$ cat src/core/trc_map.vh
// Register offsets, field positions and reset values for the timer run and wrap control.
`ifndef TRC_MAP_VH
`define TRC_MAP_VH
`define TRC_BASIC_CTRL_ADDR 8'h88
`define TRC_EXT_CTRL_ADDR 8'hc8
`define TRC_BASIC_CTRL_RESET 8'h00
`define TRC_EXT_CTRL_RESET 8'h00
`define TRC_B_T1_WRAP 7
`define TRC_B_T1_RUN 6
`define TRC_B_T0_WRAP 5
`define TRC_B_T0_RUN 4
`define TRC_E_WRAP 7
`define TRC_E_PIN_EVT 6
`define TRC_E_PIN_EN 3
`define TRC_E_RUN 2
`define TRC_E_SRC_SEL 1
`define TRC_E_CAP_SEL 0
`define TRC_E_RW_MASK 8'hcf
`define TRC_ALL_ONES 16'hffff
`define TRC_ZERO 16'h0000
`endif

$ cat src/core/trc_ext_timer.v
// One extended 16-bit timer with auto-reload, capture and external pin events.
`timescale 1ns/100ps
`include "trc_map.vh"
module trc_ext_timer
(
  // Clock and reset
  input wire clock_i,
  input wire rstn_i,
  // Control fields
  input wire run_i,
  input wire src_sel_i,
  input wire cap_sel_i,
  input wire pin_en_i,
  input wire down_i,
  // Synchronised pins
  input wire count_pin_i,
  input wire trigger_pin_i,
  // Reload register, written by software
  input wire reload_wr_i,
  input wire [15:0] reload_data_i,
  // Results
  output reg wrap_o,
  output reg pin_event_o,
  output reg [15:0] count_o,
  output reg [15:0] capture_o
);
  reg count_pin_q;
  reg trig_pin_q;
  reg [15:0] reload_q;
  wire count_fall;
  wire trig_fall;
  wire tick;
  wire dir_down;
  assign count_fall = count_pin_q & ~count_pin_i;
  assign trig_fall = trig_pin_q & ~trigger_pin_i;
  assign tick = run_i & (src_sel_i ? count_fall : 1'b1);
  // Down-counting only exists with the pin enabled, where the pin level steers direction.
  assign dir_down = down_i;
  always @(posedge clock_i or negedge rstn_i)
  begin
    if (!rstn_i)
    begin
      count_pin_q <= 1'b1;
      trig_pin_q <= 1'b1;
      reload_q <= `TRC_ZERO;
      count_o <= `TRC_ZERO;
      capture_o <= `TRC_ZERO;
      wrap_o <= 1'b0;
      pin_event_o <= 1'b0;
    end
    else
    begin
      count_pin_q <= count_pin_i;
      trig_pin_q <= trigger_pin_i;
      wrap_o <= 1'b0;
      pin_event_o <= 1'b0;
      if (reload_wr_i)
        reload_q <= reload_data_i;
      if (tick)
      begin
        if (!dir_down)
        begin
          if (count_o == `TRC_ALL_ONES)
          begin
            wrap_o <= 1'b1;
            count_o <= cap_sel_i ? `TRC_ZERO : reload_q;
          end
          else
            count_o <= count_o + 16'h0001;
        end
        else if (!cap_sel_i && count_o == reload_q)
        begin
          wrap_o <= 1'b1;
          count_o <= `TRC_ALL_ONES;
        end
        else if (cap_sel_i && count_o == `TRC_ZERO)
        begin
          wrap_o <= 1'b1;
          count_o <= `TRC_ALL_ONES;
        end
        else
          count_o <= count_o - 16'h0001;
      end
      if (pin_en_i && trig_fall)
      begin
        if (cap_sel_i)
        begin
          capture_o <= count_o;
          pin_event_o <= 1'b1;
        end
        else if (!dir_down)
        begin
          count_o <= reload_q;
          pin_event_o <= 1'b1;
        end
      end
    end
  end
endmodule // trc_ext_timer

$ cat src/core/trc_timer_ctrl.v
// Control and status registers for two basic timers and three extended timers.
`timescale 1ns/100ps
`include "trc_map.vh"
module trc_timer_ctrl
#(
  parameter NEXT = 3
)
(
  // Clock and reset
  input wire clock_i,
  input wire rstn_i,
  // Register port; page selects which extended timer is seen at its offset
  input wire [7:0] reg_addr_i,
  input wire [1:0] reg_page_i,
  input wire reg_wr_i,
  input wire reg_rd_i,
  input wire [7:0] reg_wdata_i,
  output reg [7:0] reg_rdata_o,
  // Reload pair write, one strobe per extended timer
  input wire [NEXT-1:0] reload_wr_i,
  input wire [15:0] reload_data_i,
  // Basic timer rollover events from the counters
  input wire timer_zero_rollover_i,
  input wire timer_one_rollover_i,
  // Interrupt entry acknowledges
  input wire timer_zero_isr_entry_i,
  input wire timer_one_isr_entry_i,
  // Extended timer pins and controls
  input wire [NEXT-1:0] ext_count_pin_i,
  input wire [NEXT-1:0] ext_timer_trigger_pin_i,
  input wire [NEXT-1:0] ext_timer_down_i,
  input wire [NEXT-1:0] ext_timer_irq_enable_i,
  // Outputs
  output reg timer_zero_run_o,
  output reg timer_one_run_o,
  output reg [NEXT-1:0] ext_timer_irq_o,
  output reg [16*NEXT-1:0] ext_count_o,
  output reg [16*NEXT-1:0] ext_capture_o
);
  reg [7:0] basic_ctrl_q;
  reg [7:0] ext_ctrl_q [0:NEXT-1];
  reg [NEXT-1:0] cnt_s1_q;
  reg [NEXT-1:0] cnt_s2_q;
  reg [NEXT-1:0] trg_s1_q;
  reg [NEXT-1:0] trg_s2_q;
  wire [NEXT-1:0] wrap_ev;
  wire [NEXT-1:0] pin_ev;
  wire [16*NEXT-1:0] cnt_w;
  wire [16*NEXT-1:0] cap_w;
  wire basic_wr;
  wire basic_rd;
  wire ext_wr;
  wire ext_rd;
  reg [7:0] rdata_d;
  integer i;
  integer j;
  integer m;

  function sel_hit;
    input [7:0] a;
    input [7:0] off;
    begin
      sel_hit = (a == off);
    end
  endfunction

  // The extended timers share one offset, so the page picks which of them an
  // access lands on.
  function page_hit;
    input [1:0] pg;
    input integer idx;
    begin
      page_hit = (pg == idx[1:0]);
    end
  endfunction

  // Each offset is decoded separately for the write path and for the read path.
  assign basic_wr = reg_wr_i & sel_hit(reg_addr_i, `TRC_BASIC_CTRL_ADDR);
  assign basic_rd = reg_rd_i & sel_hit(reg_addr_i, `TRC_BASIC_CTRL_ADDR);
  assign ext_wr = reg_wr_i & sel_hit(reg_addr_i, `TRC_EXT_CTRL_ADDR);
  assign ext_rd = reg_rd_i & sel_hit(reg_addr_i, `TRC_EXT_CTRL_ADDR);

  genvar g;
  generate
    for (g = 0; g < NEXT; g = g + 1)
    begin : g_ext
      trc_ext_timer u_tmr
      (
        .clock_i(clock_i),
        .rstn_i(rstn_i),
        .run_i(ext_ctrl_q[g][`TRC_E_RUN]),
        .src_sel_i(ext_ctrl_q[g][`TRC_E_SRC_SEL]),
        .cap_sel_i(ext_ctrl_q[g][`TRC_E_CAP_SEL]),
        .pin_en_i(ext_ctrl_q[g][`TRC_E_PIN_EN]),
        .down_i(ext_timer_down_i[g] & ext_ctrl_q[g][`TRC_E_PIN_EN]),
        .count_pin_i(cnt_s2_q[g]),
        .trigger_pin_i(trg_s2_q[g]),
        .reload_wr_i(reload_wr_i[g]),
        .reload_data_i(reload_data_i),
        .wrap_o(wrap_ev[g]),
        .pin_event_o(pin_ev[g]),
        .count_o(cnt_w[16*g +: 16]),
        .capture_o(cap_w[16*g +: 16])
      );
    end
  endgenerate

  // Pins are synchronised here; the second stage alone feeds the timers.
  // They reset high, the idle level of the pins, so reset release makes no false fall.
  always @(posedge clock_i or negedge rstn_i)
  begin
    if (!rstn_i)
    begin
      cnt_s1_q <= {NEXT{1'b1}};
      cnt_s2_q <= {NEXT{1'b1}};
      trg_s1_q <= {NEXT{1'b1}};
      trg_s2_q <= {NEXT{1'b1}};
    end
    else
    begin
      cnt_s1_q <= ext_count_pin_i;
      cnt_s2_q <= cnt_s1_q;
      trg_s1_q <= ext_timer_trigger_pin_i;
      trg_s2_q <= trg_s1_q;
    end
  end

  // Basic timer control. A hardware set in the same cycle as a clear wins, so
  // no rollover of a running timer is lost; a rollover while stopped is ignored.
  always @(posedge clock_i or negedge rstn_i)
  begin
    if (!rstn_i)
      basic_ctrl_q <= `TRC_BASIC_CTRL_RESET;
    else
    begin
      if (basic_wr)
        basic_ctrl_q <= reg_wdata_i;
      if (timer_zero_isr_entry_i)
        basic_ctrl_q[`TRC_B_T0_WRAP] <= 1'b0;
      if (timer_one_isr_entry_i)
        basic_ctrl_q[`TRC_B_T1_WRAP] <= 1'b0;
      if (timer_zero_rollover_i && basic_ctrl_q[`TRC_B_T0_RUN])
        basic_ctrl_q[`TRC_B_T0_WRAP] <= 1'b1;
      if (timer_one_rollover_i && basic_ctrl_q[`TRC_B_T1_RUN])
        basic_ctrl_q[`TRC_B_T1_WRAP] <= 1'b1;
    end
  end

  // Extended timer control, one register per page; a set again beats a clear.
  always @(posedge clock_i or negedge rstn_i)
  begin
    if (!rstn_i)
    begin
      for (i = 0; i < NEXT; i = i + 1)
        ext_ctrl_q[i] <= `TRC_EXT_CTRL_RESET;
    end
    else
    begin
      for (i = 0; i < NEXT; i = i + 1)
      begin
        // Flags stay set through interrupt entry; only a write clears them.
        if (ext_wr && page_hit(reg_page_i, i))
          ext_ctrl_q[i] <= reg_wdata_i & `TRC_E_RW_MASK;
        if (wrap_ev[i])
          ext_ctrl_q[i][`TRC_E_WRAP] <= 1'b1;
        if (pin_ev[i])
          ext_ctrl_q[i][`TRC_E_PIN_EVT] <= 1'b1;
      end
    end
  end

  // Read data is chosen here and registered below; an unmatched read returns zero.
  always @*
  begin
    rdata_d = 8'h00;
    if (basic_rd)
      rdata_d = basic_ctrl_q;
    else if (ext_rd)
    begin
      for (m = 0; m < NEXT; m = m + 1)
        if (page_hit(reg_page_i, m))
          rdata_d = ext_ctrl_q[m];
    end
  end

  // Every output leaves through a flip-flop, so the run bits reach the basic
  // counters one cycle after the register changes.
  always @(posedge clock_i or negedge rstn_i)
  begin
    if (!rstn_i)
    begin
      reg_rdata_o <= 8'h00;
      timer_zero_run_o <= 1'b0;
      timer_one_run_o <= 1'b0;
      ext_timer_irq_o <= {NEXT{1'b0}};
      ext_count_o <= {16*NEXT{1'b0}};
      ext_capture_o <= {16*NEXT{1'b0}};
    end
    else
    begin
      timer_zero_run_o <= basic_ctrl_q[`TRC_B_T0_RUN];
      timer_one_run_o <= basic_ctrl_q[`TRC_B_T1_RUN];
      ext_count_o <= cnt_w;
      ext_capture_o <= cap_w;
      for (j = 0; j < NEXT; j = j + 1)
        ext_timer_irq_o[j] <= ext_timer_irq_enable_i[j] &
          (ext_ctrl_q[j][`TRC_E_WRAP] | ext_ctrl_q[j][`TRC_E_PIN_EVT]);
      reg_rdata_o <= rdata_d;
    end
  end
endmodule // trc_timer_ctrl

$ cat config.mk
export PLATFORM = sky130hd
export DESIGN_NAME = trc_timer_ctrl
export DESIGN_NICKNAME = d
export VERILOG_FILES = /design/src/core/trc_ext_timer.v /design/src/core/trc_timer_ctrl.v
export VERILOG_INCLUDE_DIRS = /design/src /design/src/core
export SDC_FILE = /design/constraint.sdc
export NUM_CORES = 1
export LEC_CHECK = 0
export BUFFER_PORTS_ARGS = -buffer_cell sky130_fd_sc_hd__buf_2
export CAP_MARGIN = 20
export CORE_MARGIN = 2
export CORE_UTILIZATION = 60
export CTS_CLUSTER_DIAMETER = 50
export DETAILED_ROUTE_END_ITERATION = 8
export GPL_TIMING_DRIVEN = 0
export HOLD_SLACK_MARGIN = 0.08
export PLACE_DENSITY = 0.93
export SLEW_MARGIN = 10
export SYNTH_ARGS = -nofsm -noshare
export SYNTH_HDL_FRONTEND = slang
export SYNTH_HIERARCHICAL = 1
export SYNTH_SLANG_ARGS = --single-unit
$ cat constraint.sdc
create_clock -name clock_i -period 3.1 [get_ports clock_i]
set_input_delay 0.62 -clock clock_i [delete_from_list [all_inputs] [get_ports clock_i]]
set_output_delay 0.62 -clock clock_i [all_outputs]
set_load 0.01 [all_outputs]
==> results.md <==
- Status: finished, final reports clean
- Largest net degree at the start of global routing: between 100 and 150
- Overflow after GRT: 0
- WL met1: between 15000 and 20000 um
- CTS Buffer Depth: 3
- Post-cts resize count: 0
- Worst hold path class: in -> async
- Crit end category: register
- IO buf count: 160
- TritonCTS Buffers: 34
- Die X-Extent: 158 um
- CTS tree: yes
- Setup_tns: 0 ps
- Iter 0 DRT Violations: about 1000
- Main combinational cell family by area after synthesis: simple AND/OR/NAND/NOR gates
- Syn_area_per_cell: around 12 um2
- Rel. slew slack: 0.451
- Post-DP HPWL: ~27000 um
- Max cap viols: 0
- Die Footprint: 25100 um2
- Synth Register Bits: around 300
- Metal3 WL: around 3100 um
- Final-stage net count: around 1500
- Initial core utilization: 0.611
- DR vias: 10737
- Fin crit period: 2760 ps
- Clock sink count: between 300 and 400
- WL met2: roughly 18000 um
- First-pass GRT wire length: 59900 um
- Synth Instances: around 1200
- Max stage delay on crit path: 610 ps
- Complex-gate fraction of the synthesized area: 0.123
- Reg clk slew, reported paths: 60 ps
- Register area share after synthesis: 0.532
- Fillers: ~1700
- Clk root buf: clkbuf_16
- Setup violators final: 0
- Fin area: 16600 um2
- Total GRT Usage: 0.312
- DRC viols: 0
- RSZ-0062 raised after global routing: false
- Slew Limit Fails: 0
- Multiplexer share of the synthesized area: 0.0938
- Actual slew at the worst max-slew pin: 821 ps
- Fin crit share: 0.890
- Io pins: ~170
- Share of cells above drive strength 1: 0.314
- WL/cell: 21.8 um
- Initial antenna violation count: 0
- Most frequent cells in the layout: dfrtp_1, buf_2, mux2_2, xnor2_1, nor2_1
- Commonest non-fill, non-tap cell in the layout: dfrtp_1
- Yosys warnings: 6
- Type of the worst setup path: reg -> reg
- CTS HTree Levels: 2
- Crit path buf inv count: 2
- Worst ir drop on vdd: around 0.00047 V
- Post-CTS setup buffers: 0
- Worst-path cell chain: and2_1, clkbuf_1, or3_1, nand2_1, buf_1, a211oi_1, a221o_1
- Vias per Instance: between 6 and 7
- Synth async-reset ratio: 1.00
- Routed WL: roughly 38000 um
- First-pass DRT Iterations: 5
- Critical Path RT: between 3000 and 4000 ps
- P_leak: a little under 8 nW
- Synthesized area: approximately 14000 um2
- Simple-Gate Fraction of Synth Area: 0.141
- Xor-xnor portion of the synthesized cell area: 0.0655
- Adder-Cell Fraction of Synth Area: 0.00787
- Peak Freq: around 360 MHz
- CTS Hold Buffers Added: 0
- Core area: between 20000 and 25000 um2
- Yosys cell types: 79
- PD cells: roughly 620 nW/um2
- Top layer in use: met4
- CP arrival: 3150 ps
- Row count: 56
- Dpl cell area: approximately 16000 um2
- Post-synth EDFFs: 0
- Worst path slowest cell: buf_1
- CP delay by family, top: simple AND/OR/NAND/NOR gates
- Placed Cells: between 1500 and 2000
- Die H: 158 um
- WHS: 95.4 ps
- RePlAce Congestion: a little over 1
- Crit Path Max Fanout: 10
- Final Skew: roughly 14 ps
- Syn nets: 1271
- Area Overhead vs Synth: 16.4%
- Synth Flop Type: dfrtp_1
- Vias in the first global route: 10885
- Final count of hold timing violations: 0
- Routed Antenna Nets: 0
- Non-Filler Instances: between 1500 and 2000
- CP Launch Type: register
- Clock network latency to the later pin of the worst-skew pair: roughly 520 ps
==> final cells by class <==
cell class	instances	area, um2	area share
Sequential cell	303	7600	0.457
Multi-Input combinational cell	797	6170	0.371
Clock buffer	46	946	0.0568
Timing Repair Buffer	162	866	0.0520
Buffer	88	465	0.0280
Tap cell	319	399	0.0240
Clock inverter	12	128	0.00767
Inverter	17	63.8	0.00383
Antenna cell	1	2.50	0.000150
==> kinds of logic (layout without fill, tap and decap cells) <==
family	after synthesis	in the layout
simple gates	331	331
flops	303	303
compound gates	229	229
mux	121	121
xor+xnor	107	107
buf+inv	105	325
fa+ha+maj	9	9
other cells	0	1
==> per-layer routing <==
layer,track usage,vias up
met2,0.503,518
met4,0.106,0
li1,-,4765
met5,0,-
met1,0.431,5353
met3,0.0553,101
==> final timing paths <==
check / from / endpoint / slack, ps / cells after the start
max reg2reg: ext_ctrl_q[3] / g_ext[2].u_tmr/count_o[6] / 340 / 7
min: rstn_i / ext_capture_o[20] / 100 / 1
min reg2reg: cnt_s1_q[0] / cnt_s2_q[0] / 360 / 0
max: ext_ctrl_q[3] / g_ext[2].u_tmr/count_o[6] / 340 / 7
max in group asynchronous: rstn_i / g_ext[0].u_tmr/capture_o[7] / 2020 / 2
min in group clock_i: ext_count_pin_i[2] / cnt_s1_q[2] / 200 / 1
==> registers in the layout (all words and copies together), names as in the netlist, 8 cells and up <==
| register | flops |
|---|---|
| g_ext.u_tmr/reload_q | 48 |
| ext_capture_o | 48 |
| ext_ctrl_q | 18 |
| g_ext.u_tmr/count_o | 48 |
| g_ext.u_tmr/capture_o | 48 |
| ext_count_o | 48 |
| basic_ctrl_q | 8 |
| reg_rdata_o | 8 |
==> Yosys cell counts, types with 12 or more instances <==
| cell type | n | area share |
|---|---|---|
| a211oi_1 | 23 | 0.012 |
| a21oi_1 | 26 | 0.0091 |
| a221o_1 | 19 | 0.013 |
| a22oi_1 | 12 | 0.0063 |
| and3_1 | 18 | 0.0079 |
| buf_2 | 25 | 0.0087 |
| buf_4 | 13 | 0.0068 |
| clkbuf_1 | 38 | 0.010 |
| dfrtp_1 | 285 | 0.50 |
| dfstp_2 | 18 | 0.033 |
| inv_1 | 14 | 0.0037 |
| mux2_2 | 104 | 0.082 |
| mux2i_1 | 17 | 0.012 |
| nand2_1 | 64 | 0.017 |
| nand3_1 | 27 | 0.0094 |
| nand3b_1 | 13 | 0.0068 |
| nand4_1 | 19 | 0.0083 |
| nor2_1 | 65 | 0.017 |
| nor3_1 | 28 | 0.0098 |
| o21ai_0 | 43 | 0.015 |
| xnor2_1 | 82 | 0.050 |
| xor2_1 | 25 | 0.015 |
==> power by group <==
part	leakage, nW	internal, mW	switching (mW)
logic	3.32	0.825	1.18
registers	4.00	4.20	0.238
clock network	0.525	2.25	1.59
total	7.84	7.28	3.01
==> metrics by stage <==
step	worst slack, ps	total power, mW	utilization
2_1_floorplan	878	5.83	-
3_3_place_gp	-3740	6.42	0.662
5_1_grt	244	10.7	0.711
3_5_place_dp	173	6.46	0.665
4_1_cts	432	10.3	0.711
6_report	340	10.3	0.711
Power figures use the tool's default switching activity.
